[config.mk]
export PLATFORM = sky130hd
export DESIGN_NAME = rpo_top
export DESIGN_NICKNAME = d
export VERILOG_FILES = /design/src/pkg/rpo_pkg.sv /design/src/logic/rpo_timer16.sv /design/src/logic/rpo_top.sv
export VERILOG_INCLUDE_DIRS = /design/src /design/src/pkg
export SDC_FILE = /design/constraint.sdc
export NUM_CORES = 1
export LEC_CHECK = 0
export ABC_CLOCK_PERIOD_IN_PS = 6800
export BUFFER_PORTS_ARGS = -buffer_cell sky130_fd_sc_hd__buf_4
export CORE_UTILIZATION = 39
export CTS_BUF_LIST = sky130_fd_sc_hd__clkbuf_4 sky130_fd_sc_hd__clkbuf_8
export DETAILED_ROUTE_END_ITERATION = 8
export GPL_TIMING_DRIVEN = 0
export PLACE_DENSITY = 0.6
export SYNTH_ARGS = -nofsm -noshare
export SYNTH_HDL_FRONTEND = slang
export SYNTH_SLANG_ARGS = --single-unit
[constraint.sdc]
create_clock -name clk -period 6.8 [get_ports clk]
set_input_delay 0.34 -clock clk [delete_from_list [all_inputs] [get_ports clk]]
set_output_delay 0.34 -clock clk [all_outputs]
set_load 0.02 [all_outputs]
[src/pkg/rpo_cfg.svh]
`ifndef RPO_CFG_SVH
`define RPO_CFG_SVH

// Count source dividers (system clock / N)
`define RPO_DIV_FAST      5'h02
`define RPO_DIV_SLOW      5'h10

// Highest pointer used by each repeated mode
`define RPO_TOP_8REP      3'h7
`define RPO_TOP_6REP      3'h5
`define RPO_TOP_5REP      3'h4

// One-shot sequence pointers
`define RPO_OS_START_REG  3'h1
`define RPO_OS_PTR_START  3'h0
`define RPO_OS_PTR_MID    3'h2
`define RPO_OS_PTR_DONE   3'h1

// Reset values
`define RPO_PTR_RST       3'h7
`define RPO_WPTR_RST      1'h1
`define RPO_STOP_RST      1'h1
`define RPO_LATCH_RST     16'h0000

// Counter terminal value and latch indices
`define RPO_CNT_ZERO      16'h0000
`define RPO_LATCH_FIRST   1'h1
`define RPO_LATCH_SECOND  1'h0

`endif

[src/pkg/rpo_pkg.sv]
package rpo_pkg;

  // Channel operating mode
  typedef enum logic [1:0] {
    RPO_MODE_8REP    = 2'h0,
    RPO_MODE_6REP    = 2'h1,
    RPO_MODE_5REP    = 2'h2,
    RPO_MODE_ONESHOT = 2'h3
  } rpo_mode_e;

  // Channel sequencer state
  typedef enum logic [3:0] {
    RPO_ST_IDLE    = 4'h1,
    RPO_ST_REPEAT  = 4'h2,
    RPO_ST_OS_MID  = 4'h4,
    RPO_ST_OS_LAST = 4'h8
  } rpo_state_e;

endpackage : rpo_pkg

[src/logic/rpo_timer16.sv]
`timescale 1ns/1ps
`default_nettype none
`include "rpo_cfg.svh"

module rpo_timer16 #(
  parameter int W = 16
) (
  // Clock and reset
  input  wire logic         clk,
  input  wire logic         srst,
  // Control
  input  wire logic         cnt_pulse,
  input  wire logic         start,
  input  wire logic         running,
  // Latch write side
  input  wire logic         lat_wr_lo,
  input  wire logic         lat_wr_hi,
  input  wire logic [7:0]   lat_wdata,
  input  wire logic         wptr_preset,
  input  wire logic         wptr_value,
  // Read side
  input  wire logic         rd_hi,
  input  wire logic         rd_lo,
  output logic      [7:0]   rd_data,
  // Status
  output logic              underflow,
  output logic              wptr
);

  logic [W-1:0] cnt_reg, cnt_next;
  logic [W-1:0] lat0_reg, lat0_next;
  logic [W-1:0] lat1_reg, lat1_next;
  logic [7:0]   lo_pend_reg, lo_pend_next;
  logic         wptr_reg, wptr_next;
  logic         rsel_reg, rsel_next;
  logic [7:0]   hold_reg, hold_next;
  logic         held_reg, held_next;
  logic [7:0]   rd_reg, rd_next;

  assign underflow = cnt_pulse && running && !start && (cnt_reg == `RPO_CNT_ZERO);
  assign rd_data   = rd_reg;
  assign wptr      = wptr_reg;

  ////////////////////////////////////////////////////////////////////////////
  always_comb begin
    cnt_next     = cnt_reg;
    rsel_next    = rsel_reg;
    lat0_next    = lat0_reg;
    lat1_next    = lat1_reg;
    lo_pend_next = lo_pend_reg;
    wptr_next    = wptr_reg;
    hold_next    = hold_reg;
    held_next    = held_reg;
    rd_next      = rd_reg;
    if (start) begin
      cnt_next  = lat1_reg;
      rsel_next = `RPO_LATCH_SECOND;
    end else if (cnt_pulse && running) begin
      if (cnt_reg == `RPO_CNT_ZERO) begin
        cnt_next  = rsel_reg ? lat1_reg : lat0_reg;
        rsel_next = ~rsel_reg;
      end else begin
        cnt_next = cnt_reg - {{(W-1){1'b0}}, 1'b1};
      end
    end
    // Writes only reach the latches; the counter sees them when it next reloads from that latch
    if (lat_wr_lo) begin
      lo_pend_next = lat_wdata;
    end
    if (wptr_preset) begin
      wptr_next = wptr_value;
    end else if (lat_wr_hi) begin
      if (wptr_reg) begin
        lat1_next = {lat_wdata, lo_pend_reg};
      end else begin
        lat0_next = {lat_wdata, lo_pend_reg};
      end
      wptr_next = ~wptr_reg;
    end
    if (rd_hi) begin
      rd_next   = cnt_reg[W-1:W-8];
      hold_next = cnt_reg[7:0];
      held_next = 1'b1;
    end else if (rd_lo) begin
      rd_next   = held_reg ? hold_reg : cnt_reg[7:0];
      held_next = 1'b0;
    end
  end

  always_ff @(posedge clk) begin
    if (srst) begin
      cnt_reg     <= `RPO_CNT_ZERO;
      rsel_reg    <= `RPO_LATCH_FIRST;
      lat0_reg    <= `RPO_LATCH_RST;
      lat1_reg    <= `RPO_LATCH_RST;
      lo_pend_reg <= 8'h00;
      wptr_reg    <= `RPO_WPTR_RST;
      hold_reg    <= 8'h00;
      held_reg    <= 1'b0;
      rd_reg      <= 8'h00;
    end else begin
      cnt_reg     <= cnt_next;
      rsel_reg    <= rsel_next;
      lat0_reg    <= lat0_next;
      lat1_reg    <= lat1_next;
      lo_pend_reg <= lo_pend_next;
      wptr_reg    <= wptr_next;
      hold_reg    <= hold_next;
      held_reg    <= held_next;
      rd_reg      <= rd_next;
    end
  end

endmodule : rpo_timer16
`default_nettype wire

[src/logic/rpo_top.sv]
`timescale 1ns/1ps
`default_nettype none
`include "rpo_cfg.svh"


module rpo_top #(
  parameter int NCH  = 2,
  parameter int NPAT = 8
) (
  // Clock and reset
  input  wire logic                  clk,
  input  wire logic                  srst,
  // Shared configuration
  input  wire logic                  cnt_src_slow,
  input  wire logic                  trig_edge_rise,
  input  wire logic                  external_trigger_pin,
  // Pattern register write and read
  input  wire logic                  pat_wr,
  input  wire logic [2:0]            pat_wr_idx,
  input  wire logic [7:0]            pat_wr_data,
  input  wire logic [2:0]            pat_rd_idx,
  output logic      [7:0]            pat_rd_data,
  // Per-channel configuration
  input  wire logic [NCH-1:0][1:0]   ch_mode,
  input  wire logic [NCH-1:0]        ch_trig_ext,
  input  wire logic [NCH-1:0]        ch_stop_set,
  input  wire logic [NCH-1:0]        ch_ptr_wr,
  input  wire logic [NCH-1:0][2:0]   ch_ptr_data,
  input  wire logic [NCH-1:0]        ch_irq_ptr_mode,
  input  wire logic [NCH-1:0][2:0]   ch_irq_ptr_match,
  input  wire logic [NCH-1:0]        ch_irq_clr,
  // Per-channel timer latch access
  input  wire logic [NCH-1:0]        ch_lat_wr_lo,
  input  wire logic [NCH-1:0]        ch_lat_wr_hi,
  input  wire logic [7:0]            lat_wdata,
  input  wire logic [NCH-1:0]        ch_wptr_preset,
  input  wire logic [NCH-1:0]        ch_wptr_value,
  input  wire logic [NCH-1:0]        ch_rd_hi,
  input  wire logic [NCH-1:0]        ch_rd_lo,
  output logic      [NCH-1:0][7:0]   ch_rd_data,
  // Per-channel status
  output logic      [NCH-1:0]        ch_count_stopped,
  output logic      [NCH-1:0][2:0]   ch_out_ptr,
  output logic      [NCH-1:0]        ch_wptr,
  output logic      [NCH-1:0]        ch_irq_flag,
  output logic      [NCH-1:0]        ch_busy,
  // Pattern outputs
  output logic      [NCH-1:0][7:0]   pattern_output_port
);

  ////////////////////////////////////////////////////////////////////////////
  // Pattern registers

  logic [7:0] pat_reg  [0:NPAT-1];
  logic [7:0] pat_next [0:NPAT-1];
  logic [7:0] rd_reg, rd_next;

  assign pat_rd_data = rd_reg;

  always_comb begin
    for (int i = 0; i < NPAT; i++) begin
      pat_next[i] = pat_reg[i];
    end
    if (pat_wr) begin
      pat_next[pat_wr_idx] = pat_wr_data;
    end
    rd_next = pat_reg[pat_rd_idx];
  end

  always_ff @(posedge clk) begin
    if (srst) begin
      for (int i = 0; i < NPAT; i++) begin
        pat_reg[i] <= 8'h00;
      end
      rd_reg <= 8'h00;
    end else begin
      for (int i = 0; i < NPAT; i++) begin
        pat_reg[i] <= pat_next[i];
      end
      rd_reg <= rd_next;
    end
  end

  ////////////////////////////////////////////////////////////////////////////
  // Shared count source prescaler and trigger pin edge detect

  logic [4:0] pre_reg, pre_next;
  logic       pin_reg, pin_next;
  logic       cnt_pulse;
  logic [4:0] div_last;
  logic       pin_rise, pin_fall;

  assign div_last  = (cnt_src_slow ? `RPO_DIV_SLOW : `RPO_DIV_FAST) - 5'h01;
  assign cnt_pulse = (pre_reg >= div_last);
  assign pin_rise  = external_trigger_pin && !pin_reg;
  assign pin_fall  = !external_trigger_pin && pin_reg;

  always_comb begin
    pre_next = cnt_pulse ? 5'h00 : pre_reg + 5'h01;
    pin_next = external_trigger_pin;
  end

  always_ff @(posedge clk) begin
    if (srst) begin
      pre_reg <= 5'h00;
      // Follow the pin through reset so a level held across release is no edge
      pin_reg <= pin_next;
    end else begin
      pre_reg <= pre_next;
      pin_reg <= pin_next;
    end
  end

  ////////////////////////////////////////////////////////////////////////////
  // Channels

  for (genvar c = 0; c < NCH; c++) begin : g_ch
    rpo_pkg::rpo_mode_e  mode;
    rpo_pkg::rpo_state_e st_reg, st_next;
    logic [2:0] ptr_reg, ptr_next;
    logic [2:0] top;
    logic [2:0] ptr_dec;
    logic [7:0] out_reg, out_next;
    logic       stop_reg, stop_next;
    logic       irq_reg, irq_next;
    logic       oneshot;
    logic       start;
    logic       uflow;
    logic       irq_hit;

    assign mode    = rpo_pkg::rpo_mode_e'(ch_mode[c]);
    assign oneshot = (mode == rpo_pkg::RPO_MODE_ONESHOT);

    // Trigger select matters only in one-shot, where external means both edges
    always_comb begin
      if (ch_trig_ext[c] && oneshot) begin
        start = pin_rise || pin_fall;
      end else begin
        start = trig_edge_rise ? pin_rise : pin_fall;
      end
    end

    always_comb begin
      unique case (mode)
        rpo_pkg::RPO_MODE_8REP: top = `RPO_TOP_8REP;
        rpo_pkg::RPO_MODE_6REP: top = `RPO_TOP_6REP;
        rpo_pkg::RPO_MODE_5REP: top = `RPO_TOP_5REP;
        rpo_pkg::RPO_MODE_ONESHOT: top = `RPO_OS_PTR_MID;
      endcase
    end
    // A pointer above the mode's top still walks down, then wraps to top
    assign ptr_dec = (ptr_reg == 3'h0) ? top : ptr_reg - 3'h1;

    rpo_timer16 #(
      .W (16)
    ) u_timer (
      .clk         (clk),
      .srst        (srst),
      .cnt_pulse   (cnt_pulse),
      .start       (start),
      .running     (!stop_reg),
      .lat_wr_lo   (ch_lat_wr_lo[c]),
      .lat_wr_hi   (ch_lat_wr_hi[c]),
      .lat_wdata   (lat_wdata),
      .wptr_preset (ch_wptr_preset[c]),
      .wptr_value  (ch_wptr_value[c]),
      .rd_hi       (ch_rd_hi[c]),
      .rd_lo       (ch_rd_lo[c]),
      .rd_data     (ch_rd_data[c]),
      .underflow   (uflow),
      .wptr        (ch_wptr[c])
    );

    assign irq_hit = uflow && (!ch_irq_ptr_mode[c] || (ptr_reg == ch_irq_ptr_match[c]));

    always_comb begin
      st_next   = st_reg;
      ptr_next  = ptr_reg;
      out_next  = out_reg;
      stop_next = stop_reg;
      // Set wins over a clear in the same cycle
      irq_next  = irq_hit ? 1'b1 : (ch_irq_clr[c] ? 1'b0 : irq_reg);
      if (ch_stop_set[c]) begin
        stop_next = 1'b1;
      end
      if (ch_ptr_wr[c] && !oneshot) begin
        ptr_next = ch_ptr_data[c];
      end
      if (start) begin
        stop_next = 1'b0;
        if (oneshot) begin
          out_next = pat_reg[`RPO_OS_START_REG];
          ptr_next = `RPO_OS_PTR_START;
          st_next  = rpo_pkg::RPO_ST_OS_MID;
        end else begin
          out_next = pat_reg[ptr_reg];
          ptr_next = ptr_dec;
          st_next  = rpo_pkg::RPO_ST_REPEAT;
        end
      end else if (uflow) begin
        unique case (st_reg)
          rpo_pkg::RPO_ST_IDLE: begin
            st_next = rpo_pkg::RPO_ST_IDLE;
          end
          rpo_pkg::RPO_ST_REPEAT: begin
            out_next = pat_reg[ptr_reg];
            ptr_next = ptr_dec;
          end
          rpo_pkg::RPO_ST_OS_MID: begin
            out_next = pat_reg[ptr_reg];
            ptr_next = `RPO_OS_PTR_MID;
            st_next  = rpo_pkg::RPO_ST_OS_LAST;
          end
          rpo_pkg::RPO_ST_OS_LAST: begin
            // Stopping the timer here keeps stray reloads off the held pattern
            out_next  = pat_reg[`RPO_OS_PTR_MID];
            ptr_next  = `RPO_OS_PTR_DONE;
            stop_next = 1'b1;
            st_next   = rpo_pkg::RPO_ST_IDLE;
          end
          default: begin
            // A corrupted one-hot code falls back to waiting for a trigger
            st_next = rpo_pkg::RPO_ST_IDLE;
          end
        endcase
      end
    end

    always_ff @(posedge clk) begin
      if (srst) begin
        st_reg   <= rpo_pkg::RPO_ST_IDLE;
        ptr_reg  <= `RPO_PTR_RST;
        out_reg  <= 8'h00;
        stop_reg <= `RPO_STOP_RST;
        irq_reg  <= 1'b0;
      end else begin
        st_reg   <= st_next;
        ptr_reg  <= ptr_next;
        out_reg  <= out_next;
        stop_reg <= stop_next;
        irq_reg  <= irq_next;
      end
    end

    assign pattern_output_port[c] = out_reg;
    assign ch_out_ptr[c]          = ptr_reg;
    assign ch_count_stopped[c]    = stop_reg;
    assign ch_irq_flag[c]         = irq_reg;
    assign ch_busy[c]             = (st_reg != rpo_pkg::RPO_ST_IDLE);
  end

endmodule : rpo_top
`default_nettype wire

---- Word-level counts from Yosys, hierarchy flattened ----
Memories as Yosys holds them, arrays and structs flattened. A register that Yosys moved wholly into a read port is not among the register bits.
Cells that the tools add are included.
word-level totals
  register bits after elaboration ......... 190
  latch bits .............................. 0
  RAM bits ................................ 64
  bits in read-only memories .............. 0
  logic and storage cells ................. 225
  memories ................................ 1
cells by class
  $add $sub $neg .......................... 6
  multipliers ............................. 0
  divide/modulo/power cells ............... 0
  $lt $le $gt $ge ......................... 3
  equal/unequal tests ..................... 18
  shift-type cells ........................ 0
  muxes and demuxes ....................... 91
  bitwise operators ....................... 15
  reduce and logical (&&, ||, !) cells .... 61
memory list
  memory   words  width  read ports  clocked after memory_dff  write ports  RTL line       text
  pat_reg  8      8      11          3                         8            rpo_top.sv:54  logic [7:0] pat_reg [0:NPAT-1];
operator list
  operator               count
  $mux 8                 21
  $mux 16                8
  $bwmux 64              1
  $mux 64                1
  $mux 3                 14
  $logic_not 16->1       2
  $mux 1                 32
  $pmux 8 s2             2
  $sub 16x1->16 const B  2
  $demux 8 s3            1
  $pmux 3 s4             2
  $reduce_bool 2->1      12
  $pmux 3 s3             2
  $mux 4                 4
  $pmux 4 s2             2
  $logic_and 1x1->1      15
  $reduce_and 2->1       6
  $reduce_and 3->1       4
  $logic_not 1->1        10
  $eq 2x2->1 const B     4
  $eq 4x2->1 const B     2
  $eq 4x3->1 const B     2
  $eq 4x4->1 const B     2
  $ne 4x1->1 const B     2
  other kinds (18)       41

---- Longest topological paths before layout ----
Gate-level depths: netlist of the first run.
  word-level depth ........................ 10
  depth in mapped cells ................... 11
  depth with buffers taken out ............ 8

---- By module ----
From an unflattened synthesis of the first run, not the netlist that was laid out.
second synthesis, totals
  cells, all modules ...................... 1596
  area total of the unflattened synthesis .. 13773.2 um^2
modules (own cells, without submodules)
  module       instances  cells each  area each (um^2)  sequential area each (um^2)
  rpo_timer16  2          441         3666.0            1501.4
  rpo_top      1          714         6441.2            2242.2

---- Worst setup path before layout of the first run ----
No wires, ideal clock.
  path type ............................... register to register
  from .................................... register g_ch[1].ptr_reg[1]
  to ...................................... register g_ch[1].ptr_reg[1]
  data arrival time ....................... 2.430 ns
  required time ........................... 6.667 ns
  slack ................................... 4.237 ns
  cell stages (with the launch flop) ...... 11
  buffers on the path ..................... 2
  cell sequence ........................... dfxtp_1 > clkbuf_1 > clkbuf_1 > inv_1 > ha_1 > nor2b_1 > mux2i_1 > a21oi_1 > nor4_1 > o21ai_0 > nand3_1
on the way
  longest elaborated chain between the ends .. 5
  elaborated cells on any way between the ends .. 8
ends and longest elaborated chain
  what                                                   RTL line        text
  start: declaration                                     rpo_top.sv:120  logic [2:0] ptr_reg, ptr_next;
  start signal: assignment                               rpo_top.sv:232  ptr_reg <= `RPO_PTR_RST;
  start signal: assignment                               rpo_top.sv:238  ptr_reg <= ptr_next;
  $sub 3x1->3 / $logic_not 3->1 (equally long branches)  rpo_top.sv:152  assign ptr_dec = (ptr_reg == 3'h0) ? top : ptr_reg - 3'h1;
  $mux 3                                                 rpo_top.sv:152
  $pmux 3 s3                                             rpo_top.sv:201  unique case (st_reg)
  $mux 3                                                 rpo_top.sv:200  end else if (uflow) begin
  $mux 3 *                                               rpo_top.sv:189  if (start) begin
Every way passes the cells marked *; elsewhere a longest branch is shown, timed or not.
A chain may end at the register's enable or synchronous reset.

---- Worst setup path in the final report of the first run ----
  from .................................... register g_ch[1].u_timer.cnt_reg[0]
  to ...................................... register g_ch[1].out_reg[5]
on the way
  longest elaborated chain between the ends .. 4
ends and longest elaborated chain
  what                                RTL line            text
  start: declaration                  rpo_timer16.sv:30   logic [W-1:0] cnt_reg, cnt_next;
  start signal: assignment            rpo_timer16.sv:92   cnt_reg <= `RPO_CNT_ZERO;
  start signal: assignment            rpo_timer16.sv:102  cnt_reg <= cnt_next;
  $logic_not 16->1 (no source line)   n/a
  $logic_and 1x1->1                   rpo_timer16.sv:40   assign underflow = cnt_pulse && running && !start && (cnt_reg == `RPO_CNT_ZERO);
  $reduce_bool 2->1 (no source line)  n/a
  $reduce_and 2->1 (no source line)   n/a
  end signal: assignment              rpo_top.sv:239      out_reg <= out_next;
  end: declaration                    rpo_top.sv:123      logic [7:0] out_reg, out_next;
Every way passes these cells.

==> impl_metrics.py, run 1 <==
metrics = {
    "clocking": {
        "cts_resized": 0,
        "numCtsBuffers": 47,
        "clock_latency_ns": 0.59,
        "cts_buffer_depth": 3,
        "hold_buffers": 3,
        "clkSinkCount": 262,
        "clk_pin_slew_ns": 0.06,
        "cts_max_level": 2,
        "ctsRootBufferMaster": "clkbuf_8",
        "cts_tree": "yes",
        "cts_setup_buffers": 0,
    },
    "finish": {
        "register_area_um2": 5250,
        "drive_gt1_share_pct": 14.6,
        "fin_util_pct": 47.1,
        "n_antenna_cell": 0,
        "n_fill_cell": 3350,
        "multi_input_area_um2": 7640,
        "largest_reg_flops": 64,
        "nets": 1863,
        "area_growth_pct": 17.9,
    },
    "sta": {
        "rsz0062_at_grt": "false",
        "period_minus_slack_ns": 3.58,
        "finClkSkew_ns": 0.0258,
        "setup-violations-final": 0,
        "fin_tns_setup_ns": 0,
        "postLayoutSetupSlackWorst_ns": 3.22,
        "slew_headroom_pct": 0.337,
        "fmax_ghz": 0.279,
        "timing.final.max_slew_violations": 0,
        "hold_viol": 0,
        "worst_slew_pin_slew_ns": 1.48,
        "fin_crit_sh_pct": 52.6,
    },
    "logic_synthesis": {
        "netlist.area_leader.share_pct": 38.8,
        "synth_cell_types": 66,
        "synth-seq-cells": 262,
        "yosysTopAreaCell": "dfxtp_1",
        "yosys.cell_count.top_type": "nand2_1",
        "synth-async-reset-ratio_pct": 0,
        "syn_nets": 1712,
        "ys.flop_type": "dfxtp_1",
        "synth_area_um2": 13500,
        "synth_cells": 1626,
        "ys_top_cells_by_count": "nand2_1 (325), dfxtp_1 (262), a21oi_1 (199)",
        "synth-edff-count": 0,
        "yosysSeqAreaShare_pct": 38.8,
        "yosys_warnings": 0,
        "syn_avg_cell_area_um2": 8.32,
        "synthTopCellsByArea": "dfxtp_1 (39%), nand2_1 (9.0%), mux2i_1 (8.1%)",
    },
    "place": {
        "port_buffers": 99,
        "post-place-ws_ns": 3.26,
        "dp_hpwl_mm": 32.3,
        "place.gp.congestion": 0.907,
    },
    "die": {
        "placementRows": 67,
        "dieArea_um2": 35400,
        "initial_utilization_pct": 39.9,
        "ios": 120,
        "die_h_um": 188,
        "core_area_um2": 33900,
        "die_w_um": 188,
    },
    "worst_setup_path": {
        "crit_path_end": "g_ch[1].out_reg[5]",
        "endpoint_kind": "flop",
        "slowest_stage": "nor4_1",
        "rr_worst_depth": 7,
        "reg2reg_from": "g_ch[1].u_timer.cnt_reg[0]",
        "path_cells": "inv_1, ha_1, nor4b_1, nand4_1, nor4_1, nor3_1, a22o_1",
        "path_buf_inv": 1,
        "regToRegSetupSlack_ns": 3.22,
        "max_stage_delay_ns": 0.78,
        "path_depth": 7,
        "cp-start-kind": "flop",
        "worst_r2r_endpoint": "g_ch[1].out_reg[5]",
        "worstSetupPathType": "reg -> reg",
        "worstPathMaxFanout": 9,
        "cp_top_family": "simple AND/OR/NAND/NOR gates",
        "crit_arrival_ns": 4.04,
        "cp.required_ns": 7.26,
        "crit_start": "g_ch[1].u_timer.cnt_reg[0]",
    },
    "status": {
        "outcome": "complete, but fails checks",
        "violations": "max-capacitance violations",
    },
    "global_route": {
        "track_usage_pct": 24.6,
        "grt_pass1_vias": 11967,
        "grt_pass1_wl_mm": 68.7,
        "grt_max_degree": 12,
        "antenna_found_initial": 0,
        "gr-total-overflow": 0,
    },
    "route": {
        "vias": 12676,
        "drc": 0,
        "wl_per_cell_um": 19.5,
        "drtAntennaViolNets": 0,
        "wl_mm": 44.0,
        "drt_iter0_markers": 1117,
        "drtPass1Iterations": 6,
        "avgViaCountPerCell": 5.61,
    },
    "power_and_ir_drop": {
        "ir_worst_vdd_uv": 139,
        "total_power_mw": 4.08,
        "leakage_nw": 6.07,
        "powerDensity_nw_per_um2": 256,
    },
    "run": {
        "maxCapViolations": 1,
    },
    "min_path": {
        "hp-class": "in -> reg",
    },
}
[metrics by stage]
step	instance area, um^2	hold slack (ns)	cells
2_1_floorplan	13500	0.368	1626
5_1_grt	15900	0.0163	2259
3_3_place_gp	14800	0.443	2173
3_5_place_dp	14800	0.449	2173
4_1_cts	15900	0.00320	2259
6_report	15900	0.0277	2259
[tightest hold or removal path, delay by kind of cell]
family / cells / cell delay (ns)
buf+inv: 1 / 0.10
mux: 1 / 0.07
simple gates: 1 / 0.06
[cell type report]
cell class	count	area share (%)
Multi-Input combinational cell	1203	47.9
Timing Repair Buffer	102	4.85
Sequential cell	262	32.9
Tap cell	448	3.52
Clock buffer	73	5.99
Clock inverter	10	0.800
Buffer	128	3.26
Inverter	33	0.777
[placed cells by master (no fill, tap or decap), types with 16 or more instances in the layout]
cell	synthesis	final
dfxtp_1	262	262
clkbuf_8	0	65
a21oi_1	199	199
clkbuf_1	96	96
mux4_2	48	48
buf_4	6	105
nand2_1	325	325
ha_1	20	20
o22ai_1	16	16
buf_1	22	22
nand3_1	18	18
o21ai_0	65	65
mux2i_1	110	110
a211oi_1	36	36
nor2_1	149	149
nor3_1	23	23
inv_1	31	31
[power by group]
part           total (mW)  leakage [nW]  switching (mW)  internal, mW
logic               0.708          3.37           0.440         0.268
registers            1.67          2.13          0.0654          1.60
clock network        1.70         0.570           0.699          1.00
[cells by family after synthesis]
kind of cell | synth area share [%]
buffers and inverters | 4.76
AO/OA/AOI/OAI | 17.6
multiplexers | 16.6
AND/OR/NAND/NOR | 19.1
XOR/XNOR | 1.29
adder cells (fa/ha/maj) | 1.85
flip-flops | 38.8
[how the worst min path moves through the flow]
stage | startpoint | to | slack, ns | cells after the start
floorplan | external_trigger_pin | pin_reg | 0.37 | 0
global placement | g_ch[1].u_timer.lat0_reg[4] | g_ch[1].u_timer.lat0_reg[4] | 0.44 | 2
detailed placement | g_ch[1].u_timer.lat0_reg[3] | g_ch[1].u_timer.lat0_reg[3] | 0.45 | 2
CTS | ch_wptr_preset[1] | g_ch[1].u_timer.wptr | 0.003 | 3
global route | ch_wptr_preset[0] | g_ch[0].u_timer.wptr | 0.02 | 3
finish | ch_wptr_preset[1] | g_ch[1].u_timer.wptr | 0.03 | 3
[per-layer routing]
metal	vias up	GRT usage (%)	share of wire (%)
met1	6012	32.0	43
met3	110	3.63	6.5
met4	0	10.9	4.1
met2	498	40.5	47
met5	-	0	0
li1	6056	-	-
(Power assumes the default switching activity.)
==> run 2: changes to the inputs <==
Settings changed: ABC_CLOCK_PERIOD_IN_PS 6800 to 3400.
Clock period 6.8 ns to 3.4 ns, I/O delays scaled along.
==> impl_metrics.py, run 2 (synthesized netlist as in run 1, its figures left out) <==
metrics = {
    "min_path": {
        "whs_path_depth": 3,
        "min_from": "pat_wr_data[5]",
        "holdPathEnd": "pat_reg[1][5]",
        "hp-class": "in -> reg",
    },
    "status": {
        "outcome": "complete, but fails checks",
        "violations": "max-capacitance violations",
    },
    "clocking": {
        "cts_max_level": 2,
        "clk_pin_slew_ns": 0.06,
        "clock_latency_ns": 0.59,
        "ctsRootBufferMaster": "clkbuf_8",
        "clkSinkCount": 262,
        "numCtsBuffers": 47,
        "cts_buffer_depth": 3,
        "cts_setup_buffers": 0,
        "cts_tree": "yes",
    },
    "sta": {
        "fin_crit_sh_pct": 93.2,
        "timing.final.max_slew_violations": 0,
        "hold_viol": 0,
        "fmax_ghz": 0.316,
        "fin_tns_setup_ns": 0,
        "setup-violations-final": 0,
        "slew_headroom_pct": 1.88,
        "worst_slew_pin_slew_ns": 1.46,
        "finClkSkew_ns": 0.0274,
        "rsz0062_at_grt": "false",
        "period_minus_slack_ns": 3.17,
    },
    "worst_setup_path": {
        "rr_worst_depth": 9,
        "worstPathMaxFanout": 10,
        "reg2reg_from": "g_ch[0].ptr_reg[1]",
        "path_cells": "clkbuf_1, clkbuf_1, inv_1, ha_1, nand2b_1, mux2i_1, a21oi_1, nor4b_1, or3_1",
        "cp-start-kind": "flop",
        "regToRegSetupSlack_ns": 0.23,
        "crit_path_frequent_cell": "clkbuf_1",
        "worstSetupPathType": "reg -> reg",
        "worst_r2r_endpoint": "g_ch[0].ptr_reg[1]",
        "cp_top_family": "buffers and inverters",
        "max_stage_delay_ns": 0.67,
        "cp.required_ns": 3.92,
        "path_buf_inv": 3,
        "endpoint_kind": "flop",
        "slowest_stage": "clkbuf_1",
        "crit_arrival_ns": 3.68,
    },
    "die": {
        "dieArea_um2": 35400,
        "ios": 120,
        "core_area_um2": 33900,
        "placementRows": 67,
        "die_h_um": 188,
        "die_w_um": 188,
        "initial_utilization_pct": 39.9,
    },
    "route": {
        "avgViaCountPerCell": 5.59,
        "wl_mm": 44.3,
        "drtAntennaViolNets": 0,
        "vias": 12795,
        "drt_iter0_markers": 1107,
        "wl_per_cell_um": 19.4,
        "drc": 0,
        "drtPass1Iterations": 8,
    },
    "global_route": {
        "track_usage_pct": 24.8,
        "grt_pass1_wl_mm": 69.0,
        "grt_max_degree": 12,
        "grt_pass1_vias": 12104,
        "gr-total-overflow": 0,
        "antenna_found_initial": 0,
    },
    "finish": {
        "nets": 1891,
        "largest_reg_flops": 64,
        "final_cell_mix": "nand2_1 (325), dfxtp_1 (262), a21oi_1 (199)",
        "n_antenna_cell": 0,
        "mostFrequentLayoutCell": "nand2_1",
        "drive_gt1_share_pct": 14.7,
        "area_growth_pct": 20.1,
    },
    "place": {
        "dp_hpwl_mm": 32.3,
        "place.gp.congestion": 0.907,
        "port_buffers": 99,
    },
    "run": {
        "maxCapViolations": 1,
    },
    "power_and_ir_drop": {
        "ir_worst_vdd_uv": 275,
        "leakage_nw": 6.20,
        "powerDensity_nw_per_um2": 503,
        "total_power_mw": 8.17,
    },
}
[run 2: cell count changes in the layout (fill, tap and decap cells not counted), moves of 2 or more]
cell / previous run / this run
nor4_2: 1 / 3
clkbuf_1: 96 / 94
nor4_1: 9 / 7
dlygate4sd3_1: 3 / 31
clkbuf_2: 0 / 2
[run 2: worst reg2reg max path, delay by kind of cell, from the launching register on]
family | cells | cell delay (ns)
buffers and inverters | 3 | 1.53
AND/OR/NAND/NOR | 3 | 0.60
flip-flops | 1 | 0.37
multiplexers | 1 | 0.26
adder cells (fa/ha/maj) | 1 | 0.25
AO/OA/AOI/OAI | 1 | 0.09
[run 2: power by group]
group | switching, mW | internal (mW) | leakage [nW]
Clock | 1.39 | 2.01 | 0.570
Sequential | 0.132 | 3.20 | 2.13
Combinational | 0.886 | 0.560 | 3.50
Total | 2.41 | 5.77 | 6.20
[run 2: area by class of cell]
type	count	area, um^2
fill	3322	17600
multi-input combinational	1203	7660
sequential	262	5250
timing repair buffer	130	1050
clock buffer	73	955
tap	448	561
buffer	128	523
clock inverter	10	128
inverter	33	124
[run 2: metal layers]
layer  part of all wire, %  routed length, um  GRT usage [%]
met1                    43              19000           31.9
met2                    46              20400           40.0
met3                   6.2               2740           4.15
met4                   4.9               2150           12.6
met5                     0                  0              0
[run 2: worst max-delay path by stage]
stage	startpoint	to	slack, ns	cells past startpoint
floorplan	g_ch[1].ptr_reg[1]	g_ch[1].ptr_reg[1]	0.84	10
global placement	g_ch[1].u_timer.cnt_reg[0]	g_ch[1].out_reg[5]	0.007	7
detailed placement	g_ch[1].u_timer.cnt_reg[0]	g_ch[1].out_reg[3]	-0.08	7
CTS	pre_reg[3]	g_ch[1].out_reg[5]	0.03	6
global route	g_ch[0].ptr_reg[1]	g_ch[0].ptr_reg[1]	0.006	9
finish	g_ch[0].ptr_reg[1]	g_ch[0].ptr_reg[1]	0.23	9
[run 2: repair_timing]
| item | in CTS | in global routing |
|---|---|---|
| endpoints found under the setup margin | 8 | 12 |
| hold buffers | 31 | 0 |
| resized for setup | 1 | 8 |
| endpoints found under the hold margin | 105 | 0 |
[run 2: stage by stage]
stage	worst slack, ns	hold slack [ns]	cells	cell area, um^2	util [%]
after CTS	0.0307	0.00887	2287	16200	47.9
final	0.232	0.0368	2287	16200	48.0
after global placement	0.00725	0.296	2173	14800	43.8
after detailed placement	-0.0758	0.297	2173	14800	43.8
after global routing	0.00567	0.0598	2287	16200	48.0
after floorplan	0.837	0.198	1626	13500	-
